==> src/verilog/pwm_out_defines.svh <==
/*
  constants for the four-pair pwm compare, dead-time and output stage:
  register word offsets, field positions, widths and encodings.
  assumes it is included by bare name from the package and the design.
*/
`ifndef PWM_OUT_DEFINES_SVH
`define PWM_OUT_DEFINES_SVH

// widths
`define PWM_PAIRS 4
`define PWM_DUTY_W 16
`define PWM_TB_W 15
`define PWM_DT_W 6
`define PWM_PS_W 3
`define PWM_ADDR_W 4

// register word offsets
`define PWM_ADR_DUTY1 4'h0
`define PWM_ADR_DUTY2 4'h1
`define PWM_ADR_DUTY3 4'h2
`define PWM_ADR_DUTY4 4'h3
`define PWM_ADR_PIN_CTL 4'h4
`define PWM_ADR_UPD_CTL 4'h5
`define PWM_ADR_DT_CFG 4'h6
`define PWM_ADR_DT_ASN 4'h7
`define PWM_ADR_OVR 4'h8
`define PWM_ADR_STATUS 4'h9

// update control fields
`define PWM_UPD_LOCK_BIT 0
`define PWM_UPD_IMM_BIT 1

// dead time config fields
`define PWM_DTA_CNT 5:0
`define PWM_DTA_PS 7:6
`define PWM_DTB_CNT 13:8
`define PWM_DTB_PS 15:14

// override register: low byte selects, high byte levels
`define PWM_OVR_SEL 7:0
`define PWM_OVR_LVL 15:8

// time base mode codes
`define PWM_TB_FREE 2'h0
`define PWM_TB_SINGLE 2'h1
`define PWM_TB_UPDOWN 2'h2
`define PWM_TB_DOUBLE 2'h3
`define PWM_TB_CENTER_BIT 1

// misc constants
`define PWM_DUTY_ZERO 16'h0000
`define PWM_DT_ZERO 6'h00
`define PWM_DT_ONE 6'h01
`define PWM_PS_ZERO 3'h0
`define PWM_PS_ONE 3'h1
`define PWM_PS_BASE 3'h1
`define PWM_RD_ZERO 16'h0000

`endif

==> src/verilog/pwm_out_pkg.sv <==
/*
  types for the pwm output stage: the packed state record of the block.
  assumes pwm_out_defines.svh is on the include path.
*/
`include "pwm_out_defines.svh"

package pwm_out_pkg;

  // whole register state of the block, one record
  typedef struct packed {
    logic [`PWM_PAIRS-1:0][`PWM_DUTY_W-1:0] duty_buf; // software side
    logic [`PWM_PAIRS-1:0][`PWM_DUTY_W-1:0] duty_act; // compare side
    logic [`PWM_PAIRS-1:0] indep; // pair_independent_select
    logic update_lockout; // blocks buffered loads
    logic immediate_update; // writes go straight to compare
    logic [`PWM_DUTY_W-1:0] dt_cfg; // dead_time_config
    logic [2*`PWM_PAIRS-1:0] dt_asn; // dead_time_assign
    logic [`PWM_DUTY_W-1:0] ovr; // output_override_control
    logic [`PWM_PAIRS-1:0] cmp; // compare output levels
    logic [`PWM_PAIRS-1:0][`PWM_DT_W-1:0] dt_cnt; // dead-time down counters
    logic [`PWM_PAIRS-1:0] dt_unit; // unit in use per pair
    logic [`PWM_PAIRS-1:0][`PWM_PS_W-1:0] ps_cnt; // dead-time prescalers
    logic [`PWM_PAIRS-1:0] hi; // high pins
    logic [`PWM_PAIRS-1:0] lo; // low pins
    logic [`PWM_DUTY_W-1:0] rdata; // read data
  } pwm_state_t;

endpackage

==> src/verilog/pwm_duty_deadtime_outputs.sv <==
/*
  four-pair pwm compare, double-buffered duty, dead-time and pin stage.
  assumes the time base (count, direction, period, run, mode) comes from
  logic on the same clock, and a one-cycle register strobe port.
*/
// The strobed register port and the address map were chosen for this implementation.
// What this block does
// down count match drives compare active
// up count match drives compare inactive
// center duty zero keeps output inactive
// center duty equal period keeps active
// four 16-bit duty registers
// duty lsb gives half-step edge placement; the code rounds an odd duty up to the next whole count instead
// buffer plus active compare per channel
// edge mode loads at period match
// edge mode stopped loads continuously
// single up/down loads at zero, stopped
// double mode loads at zero and period
// immediate update applies writes at once
// immediate write lengthens, shortens or activates
// duty n drives pair n, low complements
// pairs complementary when clear, reset default
// two dead times, split by edge
// 6-bit down counter per pair, edge triggered
// per pair active and inactive selects
// 2-bit prescale and 6-bit count each
// prescalers cleared on load, reset, and on write for pairs not counting dead time
// software keeps dead-time settings while running
// independent pair drives both, no dead time
// lockout blocks buffered loads, not immediate
// direction flag zero up, one down
// override selects software level per pin
// counter holds turning-on pin inactive
`include "pwm_out_defines.svh"
`timescale 1ns/100ps
`default_nettype none

module pwm_duty_deadtime_outputs (
  input wire logic clk, // 100 MHz instruction clock
  input wire logic rst, // synchronous, active high
  input wire logic [`PWM_ADDR_W-1:0] addr, // register word offset
  input wire logic [`PWM_DUTY_W-1:0] wr_data, // write data
  input wire logic wr_stb, // one-cycle write strobe
  input wire logic rd_stb, // one-cycle read strobe
  output logic [`PWM_DUTY_W-1:0] rd_data, // read data, cycle after strobe
  input wire logic [`PWM_TB_W-1:0] time_base_count, // shared count
  input wire logic count_down_flag, // 1 while counting down
  input wire logic [`PWM_TB_W-1:0] period_value, // active period
  input wire logic time_base_run, // time base enabled
  input wire logic [1:0] time_base_mode, // free, single, up/down, double
  output logic pair1_high_out, // pair 1 high pin
  output logic pair1_low_out, // pair 1 low pin
  output logic pair2_high_out, // pair 2 high pin
  output logic pair2_low_out, // pair 2 low pin
  output logic pair3_high_out, // pair 3 high pin
  output logic pair3_low_out, // pair 3 low pin
  output logic pair4_high_out, // pair 4 high pin
  output logic pair4_low_out // pair 4 low pin
);

  // edge match value on the count scale; lsb rounds up, so an odd duty
  // reaches the downward match one count earlier and widens the pulse
  function automatic logic [`PWM_DUTY_W-1:0] match_val(
    input logic [`PWM_DUTY_W-1:0] d
  );
    match_val = {1'b0, d[`PWM_DUTY_W-1:1]} + {{(`PWM_DUTY_W-1){1'b0}}, d[0]};
  endfunction

  // last prescaler value before a tick: 1, 2, 4 or 8 cycles per count
  function automatic logic [`PWM_PS_W-1:0] ps_last(input logic [1:0] code);
    ps_last = (`PWM_PS_BASE << code) - `PWM_PS_ONE;
  endfunction

  pwm_out_pkg::pwm_state_t r_r; // registered state
  pwm_out_pkg::pwm_state_t s_nxt; // next state

  logic [`PWM_DUTY_W-1:0] count_w; // count widened to duty width
  logic per_match; // count equals period
  logic cnt_zero; // count is zero
  logic center; // up/down family
  logic load_evt; // period boundary load instant
  logic [`PWM_PAIRS-1:0] imm_wr; // immediate write per channel
  logic [`PWM_DUTY_W-1:0] m; // current match value
  logic c; // new compare level
  logic rise; // compare rising edge
  logic fall; // compare falling edge
  logic unit; // dead-time unit chosen at an edge
  logic [1:0] ps_code; // prescale code of the running unit

  assign count_w = {1'b0, time_base_count};
  assign per_match = (time_base_count == period_value);
  assign cnt_zero = (time_base_count == {`PWM_TB_W{1'b0}});
  assign center = time_base_mode[`PWM_TB_CENTER_BIT];

  // next-state logic: bus, loads, compare, dead time, pins
  always_comb begin
    s_nxt = r_r;
    s_nxt.rdata = `PWM_RD_ZERO;
    imm_wr = '0;
    m = `PWM_DUTY_ZERO;
    c = 1'b0;
    rise = 1'b0;
    fall = 1'b0;
    unit = 1'b0;
    ps_code = 2'h0;
    load_evt = 1'b0;

    // pick the buffered load instant for the running mode
    unique case (time_base_mode)
      // edge mode period match
      `PWM_TB_FREE, `PWM_TB_SINGLE: begin
        load_evt = time_base_run & per_match;
      end
      // zero while turning upward
      `PWM_TB_UPDOWN: begin
        load_evt = time_base_run & cnt_zero & ~count_down_flag;
      end
      // zero and period match
      `PWM_TB_DOUBLE: begin
        load_evt = time_base_run & (cnt_zero | per_match);
      end
    endcase
    // stopped base loads continuously
    if (!time_base_run) begin
      load_evt = 1'b1;
    end

    // lockout blocks buffered loads
    if (load_evt && !r_r.update_lockout) begin
      // buffer copied to compare side
      s_nxt.duty_act = r_r.duty_buf;
    end

    // register writes; an immediate write lands after the buffered load
    if (wr_stb) begin
      unique case (addr)
        // four duty registers
        `PWM_ADR_DUTY1, `PWM_ADR_DUTY2, `PWM_ADR_DUTY3, `PWM_ADR_DUTY4: begin
          s_nxt.duty_buf[addr[1:0]] = wr_data;
          // immediate update bypasses buffer
          if (r_r.immediate_update) begin
            s_nxt.duty_act[addr[1:0]] = wr_data;
            imm_wr[addr[1:0]] = 1'b1;
          end
        end
        `PWM_ADR_PIN_CTL: begin
          s_nxt.indep = wr_data[`PWM_PAIRS-1:0];
        end
        `PWM_ADR_UPD_CTL: begin
          s_nxt.update_lockout = wr_data[`PWM_UPD_LOCK_BIT];
          s_nxt.immediate_update = wr_data[`PWM_UPD_IMM_BIT];
        end
        // config write clears prescalers of pairs not counting dead time
        `PWM_ADR_DT_CFG: begin
          s_nxt.dt_cfg = wr_data;
          s_nxt.ps_cnt = '0;
        end
        `PWM_ADR_DT_ASN: begin
          s_nxt.dt_asn = wr_data[2*`PWM_PAIRS-1:0];
          s_nxt.ps_cnt = '0;
        end
        `PWM_ADR_OVR: begin
          s_nxt.ovr = wr_data;
        end
        // status and unmapped offsets ignore writes
        default: begin
        end
      endcase
    end

    // reads answer next cycle; unmapped offsets read zero
    if (rd_stb) begin
      unique case (addr)
        `PWM_ADR_DUTY1, `PWM_ADR_DUTY2, `PWM_ADR_DUTY3, `PWM_ADR_DUTY4: begin
          s_nxt.rdata = r_r.duty_buf[addr[1:0]];
        end
        `PWM_ADR_PIN_CTL: begin
          s_nxt.rdata[`PWM_PAIRS-1:0] = r_r.indep;
        end
        `PWM_ADR_UPD_CTL: begin
          s_nxt.rdata[`PWM_UPD_LOCK_BIT] = r_r.update_lockout;
          s_nxt.rdata[`PWM_UPD_IMM_BIT] = r_r.immediate_update;
        end
        `PWM_ADR_DT_CFG: begin
          s_nxt.rdata = r_r.dt_cfg;
        end
        `PWM_ADR_DT_ASN: begin
          s_nxt.rdata[2*`PWM_PAIRS-1:0] = r_r.dt_asn;
        end
        `PWM_ADR_OVR: begin
          s_nxt.rdata = r_r.ovr;
        end
        // compare levels in the low nibble, direction above them
        `PWM_ADR_STATUS: begin
          s_nxt.rdata[`PWM_PAIRS-1:0] = r_r.cmp;
          // direction flag readback
          s_nxt.rdata[`PWM_PAIRS] = count_down_flag;
        end
        default: begin
          s_nxt.rdata = `PWM_RD_ZERO;
        end
      endcase
    end

    // per channel compare and dead time
    for (int i = 0; i < `PWM_PAIRS; i++) begin
      // odd duty lsb rounds the match up a whole count
      m = match_val(s_nxt.duty_act[i]);
      c = r_r.cmp[i];
      if (!center) begin
        // edge aligned: active from zero until the match
        c = (count_w < m);
      end else if (s_nxt.duty_act[i] == `PWM_DUTY_ZERO) begin
        // zero duty never active
        c = 1'b0;
      end else if (s_nxt.duty_act[i][`PWM_DUTY_W-1:1] >= {1'b0, period_value}) begin
        // duty at period always active
        c = 1'b1;
      end else if (count_down_flag && count_w == m) begin
        // downward match turns on
        c = 1'b1;
      end else if (!count_down_flag && count_w == m) begin
        // upward match turns off
        c = 1'b0;
      end
      // immediate write reaching beyond count
      if (center && imm_wr[i] && !r_r.cmp[i] && m > count_w) begin
        c = 1'b1;
      end
      s_nxt.cmp[i] = c;

      // edge detectors on compare output
      rise = c & ~r_r.cmp[i];
      fall = ~c & r_r.cmp[i];
      ps_code = r_r.dt_unit[i] ? r_r.dt_cfg[`PWM_DTB_PS] : r_r.dt_cfg[`PWM_DTA_PS];

      if (r_r.indep[i]) begin
        // independent pair, no dead time
        s_nxt.hi[i] = c;
        s_nxt.lo[i] = c;
        s_nxt.dt_cnt[i] = `PWM_DT_ZERO;
      end else if (rise || fall) begin
        // active or inactive edge select
        unit = rise ? r_r.dt_asn[2*i] : r_r.dt_asn[2*i+1];
        s_nxt.dt_unit[i] = unit;
        // unit count loaded per edge
        s_nxt.dt_cnt[i] = unit ? r_r.dt_cfg[`PWM_DTB_CNT] : r_r.dt_cfg[`PWM_DTA_CNT];
        // load clears this prescaler
        s_nxt.ps_cnt[i] = `PWM_PS_ZERO;
        // the side turning off drops at once; the other waits
        s_nxt.hi[i] = rise && (s_nxt.dt_cnt[i] == `PWM_DT_ZERO);
        s_nxt.lo[i] = fall && (s_nxt.dt_cnt[i] == `PWM_DT_ZERO);
      end else if (r_r.dt_cnt[i] != `PWM_DT_ZERO) begin
        // both held off while counting
        s_nxt.hi[i] = 1'b0;
        s_nxt.lo[i] = 1'b0;
        // prescaled count rate
        if (r_r.ps_cnt[i] >= ps_last(ps_code)) begin
          s_nxt.ps_cnt[i] = `PWM_PS_ZERO;
          s_nxt.dt_cnt[i] = r_r.dt_cnt[i] - `PWM_DT_ONE;
          // last tick releases the waiting pin, so a count of k waits k ticks
          if (r_r.dt_cnt[i] == `PWM_DT_ONE) begin
            s_nxt.hi[i] = c;
            s_nxt.lo[i] = ~c;
          end
        end else begin
          s_nxt.ps_cnt[i] = r_r.ps_cnt[i] + `PWM_PS_ONE;
        end
      end else begin
        // low pin complements high pin
        s_nxt.hi[i] = c;
        s_nxt.lo[i] = ~c;
      end

      // per-pin software override
      if (r_r.ovr[2*i]) begin
        s_nxt.hi[i] = r_r.ovr[`PWM_DUTY_W/2+2*i];
      end
      if (r_r.ovr[2*i+1]) begin
        s_nxt.lo[i] = r_r.ovr[`PWM_DUTY_W/2+2*i+1];
      end
    end
  end

  // state register; reset leaves every pair complementary and pins low
  always_ff @(posedge clk) begin
    if (rst) begin
      // complementary default after reset
      r_r <= '0;
    end else begin
      r_r <= s_nxt;
    end
  end

  // pins and read data come straight from the state record
  assign rd_data = r_r.rdata;
  assign pair1_high_out = r_r.hi[0];
  assign pair1_low_out = r_r.lo[0];
  assign pair2_high_out = r_r.hi[1];
  assign pair2_low_out = r_r.lo[1];
  assign pair3_high_out = r_r.hi[2];
  assign pair3_low_out = r_r.lo[2];
  assign pair4_high_out = r_r.hi[3];
  assign pair4_low_out = r_r.lo[3];

endmodule

`default_nettype wire

==> config.mk <==
export PLATFORM = sky130hd
export DESIGN_NAME = pwm_duty_deadtime_outputs
export DESIGN_NICKNAME = d
export VERILOG_FILES = /design/src/verilog/pwm_out_pkg.sv /design/src/verilog/pwm_duty_deadtime_outputs.sv
export VERILOG_INCLUDE_DIRS = /design/src /design/src/verilog
export SDC_FILE = /design/constraint.sdc
export NUM_CORES = 1
export LEC_CHECK = 0
export BUFFER_PORTS_ARGS = -buffer_cell sky130_fd_sc_hd__buf_2
export CORE_MARGIN = 10
export CORE_UTILIZATION = 57
export CTS_BUF_LIST = sky130_fd_sc_hd__clkbuf_2 sky130_fd_sc_hd__clkbuf_4 sky130_fd_sc_hd__clkbuf_8
export DETAILED_ROUTE_END_ITERATION = 12
export GPL_TIMING_DRIVEN = 0
export PLACE_DENSITY = 0.75
export SETUP_SLACK_MARGIN = 0.05
export SLEW_MARGIN = 10
export SYNTH_ARGS = -nofsm -noshare
export SYNTH_HDL_FRONTEND = slang
export SYNTH_SLANG_ARGS = --single-unit
==> constraint.sdc <==
create_clock -name clk -period 8.5 [get_ports clk]
set_input_delay 1.7 -clock clk [delete_from_list [all_inputs] [get_ports clk]]
set_output_delay 1.7 -clock clk [all_outputs]
set_load 0.005 [all_outputs]
======== Word level (Yosys, flattened, before mapping) ========
Cells that the tools add are included.
storage, ports and cells
  register bits ........................... 242
  input port bits ......................... 58
  output and inout bits ................... 24
  word-level logic and storage cells ...... 342
cells by class
  add/sub/neg operators ................... 16
  $lt $le $gt $ge ......................... 18
  equal/unequal tests ..................... 21
  shift operators ......................... 4
  multiplexer cells ....................... 141
  bitwise operators ....................... 27
  reduce and logical (&&, ||, !) cells .... 85
operator list
  kind                                                  count
  2-to-1 mux 64 bit                                     3
  bitwise mux 64 bit                                    2
  2-to-1 mux 110 bit                                    1
  2-to-1 mux 6 bit                                      16
  2-to-1 mux 1 bit                                      78
  adder 15 x 1 -> 16 bit                                4
  equality test 15 x 16 -> 1 bit                        4
  > comparator 16 x 15 -> 1 bit                         4
  zero test 16 bit                                      4
  less-than comparator 15 x 16 -> 1 bit                 4
  2-to-1 mux 16 bit                                     4
  greater-or-equal comparator 15 bit                    4
  2-to-1 mux 3 bit                                      16
  binary-select mux 16 bit (select 2 bit)               1
  demux 16 bit (select 2 bit)                           1
  logical AND 1 bit                                     30
  AND reduction 2 bit                                   14
  equality test 6 x 1 -> 1 bit (second input constant)  4
  zero test 6 bit                                       4
  2-to-1 mux 12 bit                                     2
  case mux 8 bit (3 select lines)                       1
  nonzero test 6 bit                                    4
  subtractor 6 x 1 -> 6 bit (second input constant)     4
  equality test 4 x 3 -> 1 bit (second input constant)  4
  other kinds (32)                                      99

======== Depth between registers and ports, before layout ========
  depth in word-level cells ............... 28
  mapped depth ............................ 37
  mapped depth without buffers ............ 32

======== Worst setup path after synthesis ========
No wires, ideal clock.
  path kind ............................... input to register
  start point ............................. input port time_base_count[0]
  end point ............................... register r_r (netlist bit pair3_low_out)
  library setup time ...................... 0.091 ns
  data arrival time ....................... 7.661 ns
  required time ........................... 8.409 ns
  slack ................................... 0.748 ns
  stages on the path ...................... 35
  buffers on the path ..................... 5
  cell sequence ........................... xor2_1 > nor4_2 > nand4_2 > a21o_1 > buf_6 > buf_6 > buf_2 > clkbuf_1 > nand2_1 > a21oi_1 > a21oi_1 > inv_1 > ha_1 > o21ai_0 > a21oi_1 > and2_1 > nand3_1 > nor2_1 > xor2_1 > ha_1 > nand3_1 > or2_2 > or3_1 > inv_1 > a211oi_1 > o31a_2 > inv_1 > ha_1 > mux2i_1 > clkbuf_1 > mux2i_1 > nand4b_1 > nor4_1 > a21oi_1 > a311oi_1
RTL lines
  what                  RTL line                          text
  start, declared       pwm_duty_deadtime_outputs.sv:46   input wire logic [`PWM_TB_W-1:0] time_base_count,
  end signal, assigned  pwm_duty_deadtime_outputs.sv:291  r_r <= s_nxt;
  end, declared         pwm_duty_deadtime_outputs.sv:74   pwm_out_pkg::pwm_state_t r_r;

==> results by group <==
Status
  – Status: finished clean

Critical path
  – Reg2reg setup slack: 1460 ps
  – Worst Path Arrival: roughly 8600 ps
  – Worst-path fanout max: 28
  – Largest stage delay, worst path: about 550 ps
  – Crit path top cell by count: o21a_1
  – Worst EP required: ~9000 ps
  – Crit end category: register
  – R2r startpoint: r_r[108]
  – Critical-path top delay cell: a21oi_1
  – Reg2reg end: pair2_low_out
  – Startpoint types: primary input
  – FF-to-FF path depth: 27
  – CP Class: in -> reg

CTS
  – Clock root buffer: clkbuf_8
  – H-tree levels: 2
  – Clock tree buffer depth: 3
  – CTS Hold Bufs: 0
  – Skew-Pair Late Insertion Delay: just under 600 ps
  – Clk slew on worst S/H paths: 60 ps
  – CTS buffer count: 42
  – CTS tree: built
  – Sinks on Clock Net: roughly 240

Floorplan
  – Die span in x: ~190 µm
  – Die ar.: between 30000 and 40000 µm²
  – Die height: 191.9 µm
  – Core ar.: 28940 µm²
  – Starting density of the core: 0.5823
  – IO Pins: between 80 and 90
  – Rows: 62

Synthesis
  – Most used DFF post-synth: dfxtp_1
  – Fraction of the mapped netlist area in adder cells: 0.1248
  – Main combinational cell family by area after synthesis: simple AND/OR/NAND/NOR gates
  – Asr flop ratio synth: 0
  – Register area share after synthesis: 0.2875
  – Post-synthesis mux area share: 0.04797
  – Unique masters post-synth: 85
  – Synth Area in Compound Gates: 0.1882
  – Post-Syn Instances: 2123
  – Synth warnings: 0
  – Simple logic cell fraction of the synthesized area: 0.2418
  – Post-synthesis register bit count: approximately 240
  – Post-synth EDFFs: 0
  – Post-Syn Nets: about 2300
  – Post-synthesis cell area: about 17000 µm²
  – Syn Area/Cell: 7.936 µm²
  – Xor and xnor area share after synthesis: 0.04834

Global route
  – GRT Total Usage: 0.3269
  – Largest net degree at the start of global routing: 29
  – Initial antenna violation count: 0
  – Total gr overflow: 0
  – First-pass GRT wire length: 92490 µm
  – Number of global-route vias before repair: around 16000

Placement
  – Port Buf Inserts: between 70 and 80
  – DP Worst Slack: -1414 ps
  – HPWL after DPL: 47280 µm
  – Placed instance area: 17710 µm²
  – GP Congestion: a little over 1

Timing
  – Unrepaired setup endpoints after global routing: no
  – PnR worst setup slack: approximately 330 ps
  – Rel. slew slack: 0.2489
  – Fmax: between 100 and 150 MHz
  – Tmin final: between 8000 and 9000 ps
  – Clk_skew: 33.32 ps
  – Final Setup Violations: 0
  – Ratio of final minimum period to clock period: 0.9607
  – Tightest Pin Transition: between 1000 and 1500 ps
  – Final hold violations: 0
  – Final Slew Violations: 0

Pwr
  – Power Total: ~3.2 mW
  – PD cells: approximately 170 nW/µm²
  – Max VDD drop: approximately 0.15 mV
  – P_leak: around 8 nW

Drt
  – DRC errors left: 0
  – Top Layer Used: met4
  – WL met2: around 28000 µm
  – Wl on met1: 23110 µm
  – Via count: between 15000 and 20000
  – Via density: 6.306
  – Total Routed Length: slightly above 60000 µm
  – Remaining antenna violation count: 0
  – DR pass1 iterations: 8
  – Routed len/inst: 23.30 µm
  – Wire length on met3: around 6500 µm
  – Drt initial violations: around 2100

Layout
  – Final nets: about 2500
  – Fin area: approximately 19000 µm²
  – Core Util, Final: 0.6504
  – Share of cells above drive strength 1: 0.1350
  – Most frequent cells in the layout: 392 x nand2_1, 242 x dfxtp_1, 192 x a21oi_1
  – Most common cell after layout, fill and taps aside: nand2_1
  – Area Overhead vs Synth: 11.70%
  – N_diodes: 0

Hold path
  – Worst Hold End: r_r[187]
  – Hold Path Origin: r_r[187]
  – Worst hold stages: 2
  – Min-delay worst type: reg -> reg

Run
  – Max-cap violations: 0
-- sequential cells by signal, indices dropped and copies added (netlist names) --
name and count:
pair1_high_out 1, pair1_low_out 1, pair2_high_out 1, pair2_low_out 1
pair3_high_out 1, pair3_low_out 1, pair4_high_out 1, pair4_low_out 1
r_r 218, rd_data 16
-- critical path, delay by kind of cell --
family	cells	cell delay [ps]
AOI/OAI and AO/OA	16	3310
and+or+nand+nor	5	1180
adders and majority gates	4	1160
buffers and inverters	5	740
muxes	2	510
-- repair_timing --
action | 4_1_cts | 5_1_grt
pin swaps | 0 | 5
setup endpoints to repair | 23 | 15
buffers inserted | 0 | 11
resized for setup | 8 | 24
-- cell usage after synthesis, types with 5 or more instances --
master / number / area [µm²]
nor3_1: 13 / 65.06
a21oi_2: 7 / 61.31
and2_1: 15 / 93.84
dfxtp_1: 242 / 4845
inv_1: 84 / 315.3
mux2i_1: 38 / 380.4
a221oi_1: 5 / 43.79
mux2_2: 6 / 67.56
buf_1: 10 / 37.54
a311oi_1: 5 / 43.79
mux4_2: 16 / 360.4
or2_2: 13 / 81.33
nand2_1: 392 / 1471
nand2b_1: 12 / 75.07
nand4_1: 35 / 219.0
a32oi_1: 7 / 61.31
o21ai_0: 45 / 225.2
xnor2_1: 54 / 473.0
nand3b_1: 5 / 37.54
a222oi_1: 12 / 120.1
buf_4: 22 / 165.2
ha_1: 168 / 2102
or4_1: 9 / 67.56
and3_1: 20 / 125.1
nor4_1: 25 / 156.4
a211oi_1: 41 / 307.8
nor2b_1: 82 / 513.0
clkbuf_1: 97 / 364.1
o21a_1: 27 / 202.7
buf_2: 10 / 50.05
o211ai_1: 8 / 60.06
o221ai_2: 10 / 150.1
o221ai_1: 13 / 113.9
a21oi_1: 193 / 965.9
xor2_1: 39 / 341.6
or3_1: 5 / 31.28
a31oi_1: 19 / 118.9
buf_6: 8 / 90.09
nand3_1: 56 / 280.3
a21o_1: 28 / 210.2
nor3b_1: 5 / 37.54
nor2_1: 147 / 551.8
-- power breakdown --
part           total, mW  switching, mW  internal, mW  leakage [nW]
clock               1.15          0.507         0.638         0.477
sequential          1.26         0.0582          1.21          1.96
combinational      0.760          0.448         0.312          5.51
-- through the flow --
stage / setup TNS [ps] / hold WS, ps / instances
global route: 0 / 506.9 / 2666
finish: 0 / 481.6 / 2666
detailed placement: -24140 / 468.9 / 2583
global placement: -19420 / 462.5 / 2583
floorplan: 0 / 441.7 / 2123
CTS: 0 / 476.5 / 2655
-- metal layers --
layer	vias to the layer above	global-route usage
met5	-	0
met4	0	0.2067
met3	275	0.07309
met2	1012	0.5325
met1	7810	0.3829
li1	7715	-
-- layout make-up --
type                    count  area [µm²]
plain buffers             145       710.7
clock inverters             8       82.58
multi-input cells        1647       11090
repair buffers             87       475.5
inverters                  86       322.8
well taps                 384       480.5
clock buffers              67       809.5
flip-flops and latches    242        4845
fillers                  2563       10120
-- how the worst max path moves through the flow --
stage / startpoint / endpoint / slack (ps) / cells after the start
2_1_floorplan: time_base_count[0] / pair3_low_out / 750 / 35
3_3_place_gp: time_base_mode[1] / pair4_low_out / -1270 / 33
3_5_place_dp: time_base_mode[1] / pair4_low_out / -1410 / 33
4_1_cts: addr[1] / pair3_high_out / 130 / 32
5_1_grt: time_base_count[0] / pair3_high_out / 5 / 35
6_report: time_base_count[4] / pair4_low_out / 330 / 32
-- cell families after synthesis --
group,count (synthesis)
buffers and inverters,234
xor gates and xnor gates,93
muxes,60
AOI/OAI and AO/OA,468
adders and majority gates,168
and+or+nand+nor,858
DFF,242
Note: power is estimated with default switching activity, not from simulation.
